**src/common/pwr_pkg.sv**
```systemverilog
// Shared constants and types for the power, wake and reset controller
package pwr_pkg;
  // Clock and timing
  localparam int CLK_PERIOD_NS = 40;
  localparam int RESET_HOLD_NS = 2000;
  localparam int RESET_HOLD_CYC =
    (RESET_HOLD_NS + CLK_PERIOD_NS - 1) / CLK_PERIOD_NS;
  localparam int STABLE_NS = 20000;
  localparam int STABLE_CYC = (STABLE_NS + CLK_PERIOD_NS - 1) / CLK_PERIOD_NS;

  // Register byte offsets
  localparam logic [7:0] OFS_CTRL = 8'h00;
  localparam logic [7:0] OFS_WAKE_EN = 8'h04;
  localparam logic [7:0] OFS_WAKE_PEND = 8'h08;
  localparam logic [7:0] OFS_ALARM_CTRL = 8'h0c;
  localparam logic [7:0] OFS_ALARM_COUNT = 8'h10;
  localparam logic [7:0] OFS_ALARM_MATCH = 8'h14;
  localparam logic [7:0] OFS_RESET_CAUSE = 8'h18;
  localparam logic [7:0] OFS_STATUS = 8'h1c;
  localparam logic [7:0] OFS_GPREG0 = 8'h20;
  localparam int NUM_GPREG = 4;

  // Field positions
  localparam int CTRL_MAINCLK = 0;
  localparam int CTRL_KEEP_WDT = 1;
  localparam int CTRL_KEEP_BROWNOUT = 2;
  localparam int NUM_WAKE_PINS = 12;
  localparam int ALARM_BIT = 12;
  localparam int CAUSE_PIN = 0;
  localparam int CAUSE_WDT = 1;
  localparam int CAUSE_POR = 2;
  localparam int CAUSE_BROWNOUT = 3;

  // Reset values
  localparam logic [2:0] CTRL_RST = 3'h0;
  localparam logic [3:0] CAUSE_RST = 4'h4;

  // Synchroniser lanes: 0..11 wake pins, then the rest
  localparam int SYN_W = 18;
  localparam int SYN_RESET_PIN = 12;
  localparam int SYN_WAKE_PIN = 13;
  localparam int SYN_BROWNOUT = 14;
  localparam int SYN_TICK = 15;
  localparam logic [17:0] SYN_RST = 18'h03000;

  // Alarm clock selection
  localparam logic [1:0] ASEL_1HZ = 2'h0;
  localparam logic [1:0] ASEL_1HZ_DLY = 2'h1;
  localparam logic [1:0] ASEL_1KHZ = 2'h2;
  localparam logic [1:0] ASEL_MAIN = 2'h3;

  typedef enum logic [1:0] {MODE_SLEEP, MODE_DEEP_SLEEP, MODE_DEEP_PD}
    pwrMode_t;
  typedef enum logic [2:0] {ST_RESET, ST_RUN, ST_ENTER, ST_SLEEP,
    ST_DSLEEP, ST_DPD, ST_RESTORE} pwrState_t;

  typedef struct packed {
    logic [7:0] div;
    logic irqEn;
    logic [1:0] sel;
    logic enable;
  } alarmCfg_t;
  localparam alarmCfg_t ALARM_CFG_RST = '0;

  typedef struct packed {
    logic valid;
    logic write;
    logic [7:0] addr;
  } ahbAddr_t;
endpackage

```
**src/design/power_wake_reset_control.sv**
```systemverilog
// Power-mode sequencer, start logic, reset merge and register slave
`timescale 1ns/10ps
// What this block does
// - After any reset the main clock selects the internal RC oscillator.
// - Sleep halts the processor until reset or interrupt.
// - Deep-sleep adds analog off; watchdog osc and brownout may stay on.
// - Twelve port pins plus alarm match wake the chip from Deep-sleep.
// - Deep power-down powers only alarm counter, four registers, wake pin.
// - Only the wake pin, alarm match or a reset source leaves Deep power-down.
// - Each start-logic source has its own interrupt line.
// - Wake detection needs no running clock.
// - Chip reset comes from reset pin, watchdog, power-on or brownout.
// - Any reset starts the internal RC oscillator and flash init.
// - Reset release starts fetch at address zero with registers reset.
// - 32-bit alarm counter gives a maskable interrupt on compare match.
// - Alarm tick: 1 Hz, delayed 1 Hz, 1 kHz or divided main clock.
module power_wake_reset_control
  import pwr_pkg::*;
(
  // Clock and power-on reset
  input wire logic mclk,
  input wire logic rst_b,
  // AHB-Lite slave
  input wire logic hsel,
  input wire logic [31:0] haddr,
  input wire logic [1:0] htrans,
  input wire logic hwrite,
  input wire logic [2:0] hsize,
  input wire logic [31:0] hwdata,
  input wire logic hready,
  output logic hreadyout,
  output logic hresp,
  output logic [31:0] hrdata,
  // Pins and analog sources
  input wire logic [11:0] wakePins,
  input wire logic resetPin_b,
  input wire logic wakePin_b,
  input wire logic brownoutDetect,
  input wire logic [2:0] alarmTicks,
  input wire logic analogReady,
  // Processor and interrupt controller
  input wire logic modeReq,
  input wire logic [1:0] modeSel,
  input wire logic cpuBusIdle,
  input wire logic irqPending,
  input wire logic wdtReset,
  output logic cpuRun,
  output logic [31:0] bootAddr,
  output logic [12:0] wakeIrq,
  // Power and clock controls
  output logic clockWakeReq,
  output logic mainClkSel,
  output logic internalRcOscillatorOn,
  output logic flashInit,
  output logic analogOn,
  output logic wdtOscOn,
  output logic brownoutOn,
  output logic coreOn,
  output logic chipReset
);
  pwrState_t state_q;
  pwrState_t state_d;
  pwrMode_t mode_q;
  ahbAddr_t aph_q;
  logic [2:0] ctrl_q;
  logic [12:0] wakeEn_q;
  logic [12:0] pend_q;
  alarmCfg_t alarmCfg_q;
  logic [31:0] alarmMatch_q;
  logic [3:0] cause_q;
  logic [31:0] gpreg_q [NUM_GPREG];
  logic [31:0] hrdata_q;
  logic [11:0] pinPrev_q;
  logic wakePinPrev_q;
  logic [9:0] cnt_q;
  logic [SYN_W-1:0] syn;
  logic [31:0] alarmCount;
  logic alarmHit;
  logic [31:0] readVal;

  // Filtered pins
  wake_sync #(.W(SYN_W), .RST_VAL(SYN_RST)) u_sync (
    .mclk(mclk),
    .rst_b(rst_b),
    .rawIn({alarmTicks, brownoutDetect, wakePin_b, resetPin_b, wakePins}),
    .syncOut(syn)
  );

  // Reset merge
  wire pinRst = !syn[SYN_RESET_PIN];
  wire brownoutRst = syn[SYN_BROWNOUT];
  wire dpdExit = (state_q == ST_DPD) &&
    ((wakePinPrev_q && !syn[SYN_WAKE_PIN]) || alarmHit);
  wire resetSrc = pinRst | wdtReset | brownoutRst | dpdExit;

  // Bus decode
  wire addrPhase = hsel & htrans[1] & hready;
  wire wrEn = aph_q.valid & aph_q.write;
  wire [7:0] wa = aph_q.addr;
  wire wrCtrl = wrEn && (wa == OFS_CTRL);
  wire wrWakeEn = wrEn && (wa == OFS_WAKE_EN);
  wire wrPend = wrEn && (wa == OFS_WAKE_PEND);
  wire wrAlarmCtrl = wrEn && (wa == OFS_ALARM_CTRL);
  wire wrAlarmCount = wrEn && (wa == OFS_ALARM_COUNT);
  wire wrAlarmMatch = wrEn && (wa == OFS_ALARM_MATCH);
  wire wrCause = wrEn && (wa == OFS_RESET_CAUSE);
  wire [7:0] gpIdx = wa - OFS_GPREG0;
  wire wrGp = wrEn && (wa >= OFS_GPREG0) && (gpIdx < 8'(NUM_GPREG * 4));

  // Start logic
  wire [11:0] pinRise = syn[11:0] & ~pinPrev_q;
  wire [12:0] pendSet = {alarmHit, pinRise} & wakeEn_q;
  wire [12:0] pendClr = wrPend ? hwdata[12:0] : 13'h0;
  wire [12:0] pend_d = (pend_q & ~pendClr) | pendSet;
  wire irqGate = (state_q == ST_RUN) || (state_q == ST_SLEEP);
  wire anyPend = |(pend_q & wakeEn_q);
  wire [3:0] causeSet = {brownoutRst, 1'b0, wdtReset, pinRst};
  wire [3:0] causeClr = wrCause ? hwdata[3:0] : 4'h0;
  wire cntDone = (cnt_q == 10'(RESET_HOLD_CYC - 1));
  wire stableDone = (cnt_q >= 10'(STABLE_CYC - 1));

  alarm_counter u_alarm (
    .mclk(mclk),
    .rst_b(rst_b),
    .cfg(alarmCfg_q),
    .ticks(syn[SYN_W-1:SYN_TICK]),
    .loadEn(wrAlarmCount),
    .loadVal(hwdata),
    .matchVal(alarmMatch_q),
    .count(alarmCount),
    .matchPulse(alarmHit)
  );

  always_comb begin
    state_d = state_q;
    unique case (state_q)
      ST_RESET: begin
        if (cntDone) begin
          state_d = ST_RUN;
        end
      end
      ST_RUN: begin
        if (modeReq) begin
          state_d = ST_ENTER;
        end
      end
      ST_ENTER: begin
        if (cpuBusIdle) begin
          state_d = (mode_q == MODE_DEEP_PD) ? ST_DPD :
            (mode_q == MODE_DEEP_SLEEP) ? ST_DSLEEP : ST_SLEEP;
        end
      end
      ST_SLEEP: begin
        if (irqPending || anyPend) begin
          state_d = ST_RUN;
        end
      end
      ST_DSLEEP: begin
        if (anyPend || (|pendSet)) begin
          state_d = ST_RESTORE;
        end
      end
      ST_DPD: begin
        state_d = ST_DPD;
      end
      ST_RESTORE: begin
        if (analogReady && stableDone) begin
          state_d = ST_RUN;
        end
      end
      default: begin
        state_d = ST_RESET;
      end
    endcase
    if (resetSrc) begin
      state_d = ST_RESET;
    end
  end

  always_ff @(posedge mclk or negedge rst_b) begin
    if (!rst_b) begin
      state_q <= ST_RESET;
      mode_q <= MODE_SLEEP;
      cnt_q <= 10'h0;
    end else begin
      state_q <= state_d;
      if (state_q == ST_RUN && modeReq) begin
        mode_q <= (modeSel == 2'h2) ? MODE_DEEP_PD :
          (modeSel == 2'h1) ? MODE_DEEP_SLEEP : MODE_SLEEP;
      end
      // Hold at zero while a source still asserts reset
      cnt_q <= (state_d != state_q || resetSrc) ? 10'h0 : cnt_q + 10'h1;
    end
  end

  // Control registers; all but alarmCfg_q and the pin history flops returned to defaults by every reset source
  always_ff @(posedge mclk or negedge rst_b) begin
    if (!rst_b) begin
      ctrl_q <= CTRL_RST;
      wakeEn_q <= 13'h0;
      alarmCfg_q <= ALARM_CFG_RST;
      pend_q <= 13'h0;
      pinPrev_q <= 12'h0;
      wakePinPrev_q <= 1'b1;
    end else if (resetSrc) begin
      ctrl_q <= CTRL_RST;
      wakeEn_q <= 13'h0;
      pend_q <= 13'h0;
      pinPrev_q <= syn[11:0];
      wakePinPrev_q <= syn[SYN_WAKE_PIN];
    end else begin
      ctrl_q <= wrCtrl ? hwdata[2:0] : ctrl_q;
      wakeEn_q <= wrWakeEn ? hwdata[12:0] : wakeEn_q;
      alarmCfg_q <= wrAlarmCtrl ? hwdata[11:0] : alarmCfg_q;
      pend_q <= pend_d;
      pinPrev_q <= syn[11:0];
      wakePinPrev_q <= syn[SYN_WAKE_PIN];
    end
  end

  // Retained domain: cleared only by power-on
  always_ff @(posedge mclk or negedge rst_b) begin
    if (!rst_b) begin
      alarmMatch_q <= 32'h0;
      cause_q <= CAUSE_RST;
      for (int i = 0; i < NUM_GPREG; i++) begin
        gpreg_q[i] <= 32'h0;
      end
    end else begin
      alarmMatch_q <= wrAlarmMatch ? hwdata : alarmMatch_q;
      cause_q <= (cause_q & ~causeClr) | causeSet;
      if (wrGp) begin
        gpreg_q[gpIdx[3:2]] <= hwdata;
      end
    end
  end

  // Read mux; unmapped offsets read zero
  always_comb begin
    readVal = 32'h0;
    unique case (haddr[7:0])
      OFS_CTRL: readVal = {29'h0, ctrl_q};
      OFS_WAKE_EN: readVal = {19'h0, wakeEn_q};
      OFS_WAKE_PEND: readVal = {19'h0, pend_q};
      OFS_ALARM_CTRL: readVal = {20'h0, alarmCfg_q};
      OFS_ALARM_COUNT: readVal = alarmCount;
      OFS_ALARM_MATCH: readVal = alarmMatch_q;
      OFS_RESET_CAUSE: readVal = {28'h0, cause_q};
      OFS_STATUS: readVal = {28'h0, analogReady, state_q};
      OFS_GPREG0: readVal = gpreg_q[0];
      OFS_GPREG0 + 8'h4: readVal = gpreg_q[1];
      OFS_GPREG0 + 8'h8: readVal = gpreg_q[2];
      OFS_GPREG0 + 8'hc: readVal = gpreg_q[3];
      default: readVal = 32'h0;
    endcase
  end

  always_ff @(posedge mclk or negedge rst_b) begin
    if (!rst_b) begin
      aph_q <= '0;
      hrdata_q <= 32'h0;
    end else begin
      aph_q <= '{valid: addrPhase, write: hwrite, addr: haddr[7:0]};
      if (addrPhase && !hwrite) begin
        hrdata_q <= readVal;
      end
    end
  end

  assign hreadyout = 1'b1;
  assign hresp = 1'b0;
  assign hrdata = hrdata_q;

  // Power and clock outputs
  wire deepOff = (state_q == ST_DSLEEP) || (state_q == ST_DPD);
  assign cpuRun = (state_q == ST_RUN);
  assign bootAddr = 32'h0;
  assign mainClkSel = ctrl_q[CTRL_MAINCLK];
  assign internalRcOscillatorOn = !deepOff;
  assign flashInit = (state_q == ST_RESET);
  assign chipReset = (state_q == ST_RESET);
  assign analogOn = !deepOff;
  assign wdtOscOn = analogOn ||
    (state_q == ST_DSLEEP && ctrl_q[CTRL_KEEP_WDT]);
  assign brownoutOn = analogOn ||
    (state_q == ST_DSLEEP && ctrl_q[CTRL_KEEP_BROWNOUT]);
  assign coreOn = (state_q != ST_DPD);
  // Interrupt lines held back in every state except ST_RUN and ST_SLEEP
  assign wakeIrq = pend_q & wakeEn_q & {alarmCfg_q.irqEn, 12'hfff}
    & {13{irqGate}};
  // Raw pin levels reach the oscillator wake request with no clock involved
  assign clockWakeReq = (state_q == ST_DPD) ? !wakePin_b :
    |(wakePins & wakeEn_q[11:0]);
endmodule

```
**src/design/wake_sync.sv**
```systemverilog
// Three-stage synchroniser whose output moves when stages two and three agree
`timescale 1ns/10ps
module wake_sync
  import pwr_pkg::*;
#(
  parameter int W = 1,
  parameter logic [W-1:0] RST_VAL = '0
) (
  // Clock and reset
  input wire logic mclk,
  input wire logic rst_b,
  // Raw and filtered levels
  input wire logic [W-1:0] rawIn,
  output logic [W-1:0] syncOut
);
  logic [W-1:0] s1_q;
  logic [W-1:0] s2_q;
  logic [W-1:0] s3_q;
  logic [W-1:0] out_q;

  always_ff @(posedge mclk or negedge rst_b) begin
    if (!rst_b) begin
      s1_q <= RST_VAL;
      s2_q <= RST_VAL;
      s3_q <= RST_VAL;
      out_q <= RST_VAL;
    end else begin
      s1_q <= rawIn;
      s2_q <= s1_q;
      s3_q <= s2_q;
      out_q <= (s3_q & ~(s2_q ^ s3_q)) | (out_q & (s2_q ^ s3_q));
    end
  end

  assign syncOut = out_q;
endmodule

```
**src/design/alarm_counter.sv**
```systemverilog
// Always-on 32-bit alarm counter with selectable tick and compare match
`timescale 1ns/10ps
module alarm_counter
  import pwr_pkg::*;
(
  // Clock and retained-domain reset
  input wire logic mclk,
  input wire logic rst_b,
  // Configuration
  input wire alarmCfg_t cfg,
  input wire logic [2:0] ticks,
  input wire logic loadEn,
  input wire logic [31:0] loadVal,
  input wire logic [31:0] matchVal,
  // State
  output logic [31:0] count,
  output logic matchPulse
);
  logic [2:0] tickPrev_q;
  logic [7:0] div_q;
  logic [31:0] count_q;
  logic match_q;
  wire [2:0] tickRise = ticks & ~tickPrev_q;
  wire divWrap = (div_q >= cfg.div);
  wire step = cfg.enable & ((cfg.sel == ASEL_1HZ) ? tickRise[0] :
    (cfg.sel == ASEL_1HZ_DLY) ? tickRise[1] :
    (cfg.sel == ASEL_1KHZ) ? tickRise[2] : divWrap);
  wire [31:0] countNext = count_q + 32'h1;

  always_ff @(posedge mclk or negedge rst_b) begin
    if (!rst_b) begin
      tickPrev_q <= 3'h0;
      div_q <= 8'h0;
      count_q <= 32'h0;
      match_q <= 1'b0;
    end else begin
      tickPrev_q <= ticks;
      div_q <= divWrap ? 8'h0 : div_q + 8'h1;
      // A load from software beats a tick in the same cycle
      count_q <= loadEn ? loadVal : (step ? countNext : count_q);
      match_q <= !loadEn && step && (countNext == matchVal);
    end
  end

  assign count = count_q;
  assign matchPulse = match_q;
endmodule

```
**config.mk**
```make
export PLATFORM = sky130hd
export DESIGN_NAME = power_wake_reset_control
export DESIGN_NICKNAME = d
export VERILOG_FILES = /design/src/common/pwr_pkg.sv /design/src/design/power_wake_reset_control.sv /design/src/design/wake_sync.sv /design/src/design/alarm_counter.sv
export SDC_FILE = /design/constraint.sdc
export NUM_CORES = 1
export LEC_CHECK = 0
export ABC_AREA = 1
export BUFFER_PORTS_ARGS = -buffer_cell sky130_fd_sc_hd__buf_2
export CORE_ASPECT_RATIO = 1.1
export CORE_MARGIN = 2
export CORE_UTILIZATION = 40
export CTS_CLUSTER_SIZE = 25
export DETAILED_ROUTE_END_ITERATION = 10
export GPL_ROUTABILITY_DRIVEN = 0
export PLACE_DENSITY_LB_ADDON = 0.12
export RECOVER_POWER = 50
export SYNTH_ARGS = -nofsm -noshare
export SYNTH_HDL_FRONTEND = slang
export SYNTH_SLANG_ARGS = --single-unit
```
**constraint.sdc**
```tcl
create_clock -name mclk -period 2.7 [get_ports mclk]
set_clock_uncertainty 0.15 [all_clocks]
set_input_delay 0.81 -clock mclk [delete_from_list [all_inputs] [get_ports mclk]]
set_output_delay 0.81 -clock mclk [all_outputs]
set_load 0.01 [all_outputs]
```
==> summary.txt, run 1 <==
Footprint of the multi-input gates -> 7140 µm²
CP peak stage delay -> 410 ps
Setup ws final -> -210 ps
Row Count -> 81
DR DRC count -> 0
Critical path class -> reg -> out
Drt wl/cell -> 18.2 µm
Via/cell ratio -> 5.15
Pins Over Slew Limit -> 0
Largest net degree at the start of global routing -> 68
Unrepaired setup endpoints after global routing -> yes
Minimum clock period -> 2910 ps
Flops & latches, synth -> 391
Final hold violations -> 0
Sequential fraction of design power -> 44.7%
Fraction of layout cells with a size suffix above 1 -> 13.9%
Initial Util -> 40.5%
PD cells -> 651 nW/µm²
DRT Wirelength -> 53100 µm
Type of the worst min-delay path -> in -> reg
Avg Synthesized Cell Area -> 8.52 µm²
First-pass GRT wire length -> 84500 µm
Post-route cell area -> 21400 µm²
Vias in the first global route -> 15000
Dpl cells -> 2827
Status -> finished with violations
DIE HEIGHT -> 227 µm
Highest clock rate -> 344 MHz
Hold slack -> 178 ps
Met3 Wirelength -> 2670 µm
Final std cells w/o fill -> 2913
Seq/Total Area, Yosys -> 54.4%
Post-Syn Instances -> 2116
Post-layout util -> 48.2%
Endpoints failing setup -> 3
Dpl cell area -> 19900 µm²
I/O pin cnt -> 188
DRT iter0 DRCs -> 1060
Clock power frac -> 46.5%
Crit path buf inv count -> 1
CP delay by family, top -> compound AO/OA/AOI/OAI gates
Crit share post-route -> 108%
Root buffer cell -> clkbuf_16
Measured slew at the worst slew-check pin -> 1470 ps
Clk buf depth -> 3
Unique cell type count in the Yosys netlist -> 48
Total power -> 14.0 mW
Core area -> 44500 µm²
Number of diodes -> 0
HPWL Detailed -> 37300 µm
Worst setup SP type -> flip-flop
Worst path required time -> 1740 ps
Combinational share of power -> 8.8%
IO buf count -> 125
Top sig layer -> met4
Max cap viols -> 0
GRT Util Overall -> 23.5%
DR vias -> 15000
Internal -> 10.4 mW
TritonRoute pass-1 iters -> 7
Hold buffers post-CTS -> 0
Static Leak -> 11.0 nW
Worst EP arrival -> 1950 ps
Post-synth top flop -> dfrtp_1
Async SR Flop Fraction -> 100%
Reg clk slew, reported paths -> 60 ps
Peak VDD IR -> 566 µV
Clock sink count -> 391
CTS Buf Count -> 44
Grt ovf -> 0
Failing checks -> setup timing
Die area -> 46800 µm²
Crit-path slowest cell -> dfrtp_1
Met2 routed WL -> 25600 µm
Sw Pwr -> 3.52 mW
Max_slew headroom -> 2.11%
Worst Path Max Fanout -> 2
Cell area after synthesis -> 18000 µm²
Switching share of power -> 25.2%
Post-route ant nets -> 0
Final #Nets -> 2409
Chip width -> 206 µm
EDFF count, synth -> 0
CP cell instances -> a22o_1, a221oi_2, nand4_1, nor3_2, a21oi_1, buf_2
TritonCTS clock tree -> yes
Area Overhead vs Synth -> 19.0%
Clk_lat worst skew -> 590 ps
Initial antenna violation count -> 0
Wl on met1 -> 23400 µm
Sequential cell area -> 9800 µm²
H-Tree Depth -> 2
Filler instances -> 4378
YS warnings -> 0
Crit end category -> output pin
==> cell usage after synthesis (12+ instances only) <==
cell / n / share of area [%]
nand3_1: 173 / 4.8
buf_2: 13 / 0.36
a21oi_1: 38 / 1.1
nor3_1: 23 / 0.64
o21ai_0: 249 / 6.9
ha_1: 14 / 0.97
inv_1: 185 / 3.9
nor2_1: 122 / 2.5
a221oi_1: 12 / 0.58
nand2_1: 596 / 12
buf_4: 37 / 1.5
nand4_1: 38 / 1.3
clkbuf_1: 67 / 1.4
xor2_1: 18 / 0.87
dfrtp_1: 381 / 53
maj3_1: 18 / 1.0
o22ai_1: 38 / 1.3
==> placed cells by master (no fill, tap or decap), types with 5 or more instances in the layout <==
master / n
ha_1: 13
nor2_4: 7
inv_1: 182
buf_12: 16
nor3_1: 20
nand3_1: 171
nand4_1: 38
nor2_2: 5
nand2_1: 595
nor4_1: 6
a22o_1: 9
xnor2_1: 5
a221oi_1: 11
clkbuf_1: 28
o22ai_1: 38
a21oi_1: 37
dfrtp_1: 379
clkinv_2: 5
o21ai_0: 249
xnor3_1: 5
clkbuf_16: 45
dfstp_2: 6
xor2_1: 18
nor2_1: 119
maj3_1: 18
conb_1: 34
clkbuf_8: 10
bufinv_16: 6
buf_4: 65
inv_2: 6
clkbuf_2: 7
buf_2: 109
==> layer usage <==
metal	GRT usage, %	up-vias
met5	0	-
met4	7.35	0
met3	3.58	78
met2	39.4	393
met1	31.3	7263
li1	-	7274
==> sequential cells by signal (all words and copies together) (netlist names), 4 cells and up, named ones only <==
register / cells
alarmCfg_q: 12
alarmMatch_q: 32
cause_q: 4
cnt_q: 10
gpreg_q: 128
hrdata: 32
pend_q: 13
pinPrev_q: 12
u_alarm.count: 32
u_alarm.div_q: 8
u_sync.s1_q: 18
u_sync.s2_q: 18
u_sync.s3_q: 18
wa: 8
wakeEn_q: 13
==> kinds of logic after synthesis <==
logic type	count (synthesis)	share of synthesized area, %
compound gates	367	11.2
xor+xnor	28	1.74
fa+ha+maj	32	1.97
buf+inv	306	7.23
flops	391	54.4
other cells	2	0.0417
simple gates	990	23.4
==> power by group through the flow <==
| stage | sequential, mW | clock [mW] | combinational (mW) |
|---|---|---|---|
| 2_1_floorplan | 6.31 | 0 | 0.752 |
| 5_1_grt | 6.26 | 6.90 | 1.40 |
| 3_3_place_gp | 6.33 | 0 | 1.22 |
| 3_5_place_dp | 6.34 | 0 | 1.24 |
| 4_1_cts | 6.24 | 6.66 | 1.25 |
| 6_report | 6.24 | 6.50 | 1.23 |
==> worst register-to-register path: cells and delay by family, from the launching register on <==
kind | cells | cell delay (ps)
flip-flops | 1 | 410
AO/OA/AOI/OAI | 1 | 200
adder cells (fa/ha/maj) | 1 | 230
AND/OR/NAND/NOR | 8 | 1210
XOR/XNOR | 1 | 240
==> area by class of cell <==
| cell class | count | area share, % |
|---|---|---|
| clock buffers | 64 | 6.05 |
| clock inverters | 18 | 1.32 |
| flip-flops and latches | 391 | 45.7 |
| repair buffers | 219 | 6.92 |
| multi-input cells | 1451 | 33.3 |
| inverters | 189 | 3.31 |
| well taps | 581 | 3.39 |
==> final timing paths <==
path                       slack, ps  cells past startpoint                          from                      endpoint
max                             -210                      6       wakeEn_q[0]$_DFFE_PN0P_                  clockWakeReq
min                              180                      1                     wakePin_b     u_sync.s1_q[13]$_DFF_PN1_
max reg2reg                      170                     11  u_alarm.count[0]$_DFFE_PN0P_  u_alarm.matchPulse$_DFF_PN0_
min reg2reg                      200                      0      u_sync.s1_q[1]$_DFF_PN0_      u_sync.s2_q[1]$_DFF_PN0_
max in group asynchronous        330                      3                         rst_b        hrdata[16]$_DFFE_PN0P_
min in group asynchronous        420                      1                         rst_b        hrdata[26]$_DFFE_PN0P_
==> per-stage QoR <==
| stage | setup slack [ps] | setup TNS, ps |
|---|---|---|
| 3_5_place_dp | -255 | -735 |
| 6_report | -210 | -279 |
| 2_1_floorplan | 216 | 0 |
| 5_1_grt | -296 | -1020 |
| 4_1_cts | -258 | -315 |
| 3_3_place_gp | -267 | -551 |
==> what timing repair did <==
item                       4_1_cts  5_1_grt
resized for setup                7        8
pin swaps                        1        1
buffers inserted                 3        1
setup endpoints to repair       20       10
Note: power is estimated with default switching activity, not from simulation.
==> inputs of run 2 (changes only) <==
==> constraint.sdc (replaced) <==
create_clock -name mclk -period 2.7 [get_ports mclk]
set_clock_uncertainty 0.15 [all_clocks]
set_input_delay 0.54 -clock mclk [delete_from_list [all_inputs] [get_ports mclk]]
set_output_delay 0.54 -clock mclk [all_outputs]
set_load 0.01 [all_outputs]
==> summary.txt, run 2 (synthesis results as in run 1) <==
Status -> completed (was finished with violations)
Final std cells w/o fill -> 2907 (was 2913)
DR vias -> 15100 (was 15000)
Fraction of layout cells with a size suffix above 1 -> 12.6% (was 13.9%)
Clk_lat worst skew -> 590 ps (about the same)
Highest clock rate -> 382 MHz (was 344 MHz)
Footprint of the multi-input gates -> 7110 µm² (was 7140 µm²)
Crit-path slowest cell -> dlygate4sd3_1 (was dfrtp_1)
I/O pin cnt -> 188 (unchanged)
TritonCTS clock tree -> yes (unchanged)
Setup TNS -> 0 ps (was -279 ps)
Filler instances -> 4301 (was 4378)
Row Count -> 81 (unchanged)
Peak VDD IR -> 462 µV (was 566 µV)
Sequential cell area -> 9800 µm² (unchanged)
Pins Over Slew Limit -> 0 (unchanged)
Static Leak -> 11.0 nW (about the same)
Type of the worst min-delay path -> in -> reg (unchanged)
Minimum clock period -> 2620 ps (was 2910 ps)
Worst setup SP type -> input pin (was flip-flop)
CTS Buf Count -> 44 (unchanged)
Max_slew headroom -> 28.7% (was 2.11%)
Initial antenna violation count -> 0 (unchanged)
CP peak stage delay -> 530 ps (was 410 ps)
Clk buf depth -> 3 (unchanged)
Drt wl/cell -> 18.1 µm (was 18.2 µm)
Commonest non-fill, non-tap cell in the layout -> nand2_1 (unchanged)
TritonRoute pass-1 iters -> 5 (was 7)
IO buf count -> 125 (unchanged)
Via/cell ratio -> 5.19 (was 5.15)
Reg clk slew, reported paths -> 60 ps (about the same)
DIE HEIGHT -> 227 µm (unchanged)
Max cap viols -> 0 (unchanged)
Area Overhead vs Synth -> 19.3% (was 19.0%)
DR DRC count -> 0 (unchanged)
First-pass GRT wire length -> 83900 µm (was 84500 µm)
Number of diodes -> 0 (unchanged)
DRT Wirelength -> 52700 µm (was 53100 µm)
Crit end category -> output pin (unchanged)
Die area -> 46800 µm² (unchanged)
Final #Nets -> 2405 (was 2409)
H-Tree Depth -> 2 (unchanged)
Max FFs per register -> 128 (unchanged)
HPWL Detailed -> 36300 µm (was 37300 µm)
Unrepaired setup endpoints after global routing -> no (was yes)
Largest net degree at the start of global routing -> 78 (was 68)
Initial Util -> 40.5% (unchanged)
Measured slew at the worst slew-check pin -> 1070 ps (was 1470 ps)
GRT Util Overall -> 23.3% (was 23.5%)
PD cells -> 656 nW/µm² (was 651 nW/µm²)
Worst Path Max Fanout -> 2 (unchanged)
Clock sink count -> 391 (unchanged)
Critical path class -> in -> out (was reg -> out)
Dpl cell area -> 19700 µm² (was 19900 µm²)
Most frequent cells in the layout -> nand2_1 (595), dfrtp_1 (379), o21ai_0 (249) (unchanged)
Worst path required time -> 2010 ps (was 1740 ps)
Biggest register -> gpreg_q (unchanged)
Core area -> 44500 µm² (unchanged)
Dpl cells -> 2798 (was 2827)
Worst EP arrival -> 1930 ps (was 1950 ps)
DRT iter0 DRCs -> 1075 (was 1060)
Grt ovf -> 0 (unchanged)
Post-route cell area -> 21500 µm² (was 21400 µm²)
Worst r2r path cells -> 13 (was 11)
Final hold violations -> 0 (unchanged)
Vias in the first global route -> 14800 (was 15000)
Post-route ant nets -> 0 (unchanged)
CP cell instances -> dlygate4sd3_1, clkbuf_1, a221oi_2, nand4_1, nor3_2, a21oi_1, buf_2 (was a22o_1, a221oi_2, nand4_1, nor3_2, a21oi_1, buf_2)
Root buffer cell -> clkbuf_16 (unchanged)
Crit share post-route -> 97.0% (was 108%)
Post-CTS Setup Bufs -> 0 (was 3)
Worst hold stages -> 3 (was 1)
Endpoints failing setup -> 0 (was 3)
Chip width -> 206 µm (unchanged)
run 2: changes by cell type in the layout (fill, tap and decap cells not counted), moves of 3 or more:
cell,change
nor2_4,-3
dlygate4sd3_1,+29
nor2_2,+3
buf_4,-25
clkbuf_1,-8
clkbuf_2,-5
run 2: path summary, 6_finish.rpt:
check                                          start                           end  slack, ps
min in group asynchronous                      rst_b       gpreg_q[26]$_DFFE_PN0P_        540
max reg2reg                alarmCfg_q[5]$_DFFE_PN0P_  u_alarm.count[5]$_DFFE_PN0P_        230
max                                      wakePins[2]                  clockWakeReq         80
min                                        hwdata[9]  u_alarm.count[9]$_DFFE_PN0P_         60
max in group asynchronous                      rst_b        hrdata[10]$_DFFE_PN0P_        430
min reg2reg                 u_sync.s1_q[8]$_DFF_PN0_      u_sync.s2_q[8]$_DFF_PN0_        190
run 2: power by group:
part           internal, mW  total, mW  leakage [nW]  switching, mW
clock                  4.08       6.64         0.789           2.56
combinational         0.414       1.23          5.94          0.820
sequential             6.10       6.24          4.24          0.135
run 2: final cells by class:
cell class | instances | area share, %
tap | 581 | 3.38
sequential | 391 | 45.6
multi-input combinational | 1451 | 33.1
clock inverter | 20 | 1.56
timing repair buffer | 215 | 7.19
clock buffer | 60 | 5.91
inverter | 189 | 3.30
run 2: metal layers:
metal  share of wire, %  global-route usage, %  routed length, µm  vias up
li1                   -                      -                  -     7253
met1                 44                   31.4              23200     7313
met2                 48                   38.7              25300      431
met3                5.2                   3.10               2730       90
met4                2.8                   8.00               1480        0
met5                  0                      0                  0        -
run 2: critical path: cells and delay by family:
kind                   cells  cell delay, ps
AOI/OAI and AO/OA          2             350
buffers and inverters      3             770
and+or+nand+nor            2             260
run 2: repair_timing:
action | CTS | global route
endpoints found under the setup margin | 1 | 17
hold buffers | 29 | 0
endpoints found under the hold margin | 57 | 0
gates resized for setup | 1 | 7
run 2: through the flow:
stage / util [%] / power [mW] / hold slack (ps) / setup WS (ps)
after floorplan: - / 7.07 / 94.4 / 529
after global placement: 44.2 / 7.55 / 181 / 108
after detailed placement: 44.2 / 7.57 / 185 / 79.8
after CTS: 48.5 / 14.3 / 40.8 / 3.36
after global routing: 48.3 / 14.7 / 57.4 / 0.517
final: 48.3 / 14.1 / 59.2 / 81.7
==> inputs of run 3 (changes only) <==
--- a/config.mk
+++ b/config.mk
@@ -10,3 +10,2 @@
 export CORE_ASPECT_RATIO = 1.1
-export CORE_MARGIN = 2
 export CORE_UTILIZATION = 40
==> constraint.sdc (replaced) <==
create_clock -name mclk -period 2.8 [get_ports mclk]
set_clock_uncertainty 0.15 [all_clocks]
set_input_delay 0 -clock mclk [delete_from_list [all_inputs] [get_ports mclk]]
set_output_delay 0 -clock mclk [all_outputs]
set_load 0.01 [all_outputs]
==> summary.txt, run 3 (synthesis results as in run 1) <==
Chip width -> 204 µm (was 206 µm)
TritonCTS clock tree -> yes (unchanged)
Drt wl/cell -> 17.8 µm (was 18.1 µm)
Most frequent cells in the layout -> nand2_1 (596), dfrtp_1 (381), o21ai_0 (249) (was nand2_1 (595), dfrtp_1 (379), o21ai_0 (249))
Number of diodes -> 0 (unchanged)
Core area -> 44500 µm² (unchanged)
Crit-path slowest cell -> dlygate4sd3_1 (unchanged)
Fraction of layout cells with a size suffix above 1 -> 11.0% (was 12.6%)
CTS Buf Count -> 44 (unchanged)
Type of the worst min-delay path -> in -> reg (unchanged)
DRT Wirelength -> 52700 µm (about the same)
Clk_lat worst skew -> 570 ps (was 590 ps)
Max FFs per register -> 128 (unchanged)
Area Overhead vs Synth -> 21.3% (was 19.3%)
Root buffer cell -> clkbuf_16 (unchanged)
Footprint of the multi-input gates -> 7110 µm² (about the same)
CP peak stage delay -> 580 ps (was 530 ps)
Worst Path Max Fanout -> 9 (was 2)
Pins Over Slew Limit -> 0 (unchanged)
Peak VDD IR -> 548 µV (was 462 µV)
H-Tree Depth -> 2 (unchanged)
Critical path's most frequent cell -> dlygate4sd3_1
Switching share of power -> 25.0% (was 24.9%)
HPWL Detailed -> 35400 µm (was 36300 µm)
Crit path buf inv count -> 3 (unchanged)
Crit share post-route -> 93.6%
Reg clk slew, reported paths -> 60 ps (about the same)
Post-layout util -> 49.1% (was 48.3%)
CP Depth -> 6 (was 7)
Crit end category -> flip-flop (was output pin)
Worst setup SP type -> flip-flop (was input pin)
Highest clock rate -> 382 MHz
Filler instances -> 4282 (was 4301)
DR vias -> 15200 (was 15100)
Initial Util -> 40.5% (unchanged)
Internal -> 9.86 mW (was 10.6 mW)
Via/cell ratio -> 5.13 (was 5.19)
Initial antenna violation count -> 0 (unchanged)
Combinational share of power -> 9.4% (was 8.7%)
DR DRC count -> 0 (unchanged)
CP cell instances -> inv_1, nor4_4, nand3_1, dlygate4sd3_1, o21ai_0, dlygate4sd3_1 (was dlygate4sd3_1, clkbuf_1, a221oi_2, nand4_1, nor3_2, a21oi_1, buf_2)
Endpoints failing setup -> 0 (unchanged)
CP delay by family, top -> buffers and inverters (unchanged)
Post-route ant nets -> 0 (unchanged)
Largest net degree at the start of global routing -> 75 (was 78)
Max cap viols -> 0 (unchanged)
Sw Pwr -> 3.28 mW (was 3.51 mW)
Worst r2r path cells -> 6 (was 13)
Commonest non-fill, non-tap cell in the layout -> nand2_1 (unchanged)
Max_slew headroom -> 4.12% (was 28.7%)
Worst path required time -> 3150 ps (was 2010 ps)
Unrepaired setup endpoints after global routing -> no (unchanged)
Biggest register -> gpreg_q (unchanged)
Sequential fraction of design power -> 45.8% (was 44.2%)
Final hold violations -> 0 (unchanged)
Worst hold stages -> 4 (was 3)
Sequential cell area -> 9800 µm² (about the same)
Static Leak -> 11.1 nW (was 11.0 nW)
DIE HEIGHT -> 225 µm (was 227 µm)
Setup TNS -> 0 ps (unchanged)
Worst EP arrival -> 2970 ps (was 1930 ps)
Row Count -> 81 (unchanged)
Clk buf depth -> 3 (unchanged)
Critical path class -> reg -> reg (was in -> out)
I/O pin cnt -> 188 (unchanged)
Grt ovf -> 0 (unchanged)
Status -> completed (unchanged)
Die area -> 45900 µm² (was 46800 µm²)
GRT Util Overall -> 23.6% (was 23.3%)
Measured slew at the worst slew-check pin -> 1440 ps (was 1070 ps)
DRT iter0 DRCs -> 1047 (was 1075)
First-pass GRT wire length -> 83500 µm (was 83900 µm)
Clock sink count -> 391 (unchanged)
Minimum clock period -> 2620 ps
Clock power frac -> 44.8% (was 47.0%)
TritonRoute pass-1 iters -> 5 (unchanged)
IO buf count -> 125 (unchanged)
Final #Nets -> 2459 (was 2405)
Vias in the first global route -> 14900 (was 14800)
PD cells -> 601 nW/µm² (was 656 nW/µm²)
run 3: cell count changes in the layout (fill, tap and decap cells not counted), moves of 5 or more:
cell           change
bufinv_16          -5
buf_4             -16
buf_12             -6
dlygate4sd3_1     +74
clkbuf_1           +6
run 3: path summary, 6_finish.rpt:
kind / slack [ps] / from / to
hold reg to reg: 200 / u_sync.s1_q[7]$_DFF_PN0_ / u_sync.s2_q[7]$_DFF_PN0_
setup / recovery: 180 / state_q[0]$_DFF_PN0_ / mode_q[1]$_DFFE_PN0P_
min in group asynchronous: 870 / rst_b / alarmMatch_q[0]$_DFFE_PN0P_
setup reg to reg: 180 / state_q[0]$_DFF_PN0_ / mode_q[1]$_DFFE_PN0P_
max in group asynchronous: 490 / rst_b / state_q[2]$_DFF_PN0_
hold / removal: 80 / hwdata[11] / u_alarm.count[11]$_DFFE_PN0P_
run 3: area by class of cell:
type	count	share of cell area [%]
timing repair buffer	269	9.35
multi-input combinational	1451	32.5
inverter	189	3.24
tap	581	3.32
clock buffer	66	6.01
clock inverter	15	0.761
sequential	391	44.8
run 3: what timing repair did:
item,4_1_cts,5_1_grt
endpoints found under the hold margin,663,0
buffers inserted,0,0
endpoints found under the setup margin,0,1
gates resized for setup,0,2
hold buffers,104,0
run 3: per-layer routing:
metal  share of wire, %  vias up  GRT usage, %
met4                2.7        0          7.90
met2                 49      412          39.8
met5                  0        -             0
met3                4.8       79          3.26
li1                   -     7360             -
met1                 44     7353          31.3
run 3: worst register-to-register path, cell delays in order, from the launching register on:
cell	delay, ps
dfrtp_1	530
inv_1	250
nor4_4	320
nand3_1	110
dlygate4sd3_1	580
o21ai_0	60
dlygate4sd3_1	560
run 3: metrics by stage:
stage / hold WS, ps / instance area, µm² / total power [mW] / worst slack [ps] / instances
floorplan: -446 / 18100 / 6.81 / 629 / 2148
CTS: 18.0 / 22000 / 13.3 / 46.1 / 2962
global placement: -120 / 19400 / 7.24 / 453 / 2777
detailed placement: -110 / 19400 / 7.27 / 436 / 2777
finish: 80.9 / 21900 / 13.1 / 180 / 2962
global route: 79.9 / 21900 / 13.7 / 7.28 / 2962
run 3: power groups by stage:
stage          clock, mW  combinational, mW  sequential, mW
2_1_floorplan          0              0.725            6.09
4_1_cts             6.04               1.27            6.02
5_1_grt             6.28               1.41            6.04
6_report            5.89               1.23            6.02
3_5_place_dp           0               1.15            6.12
3_3_place_gp           0               1.13            6.11
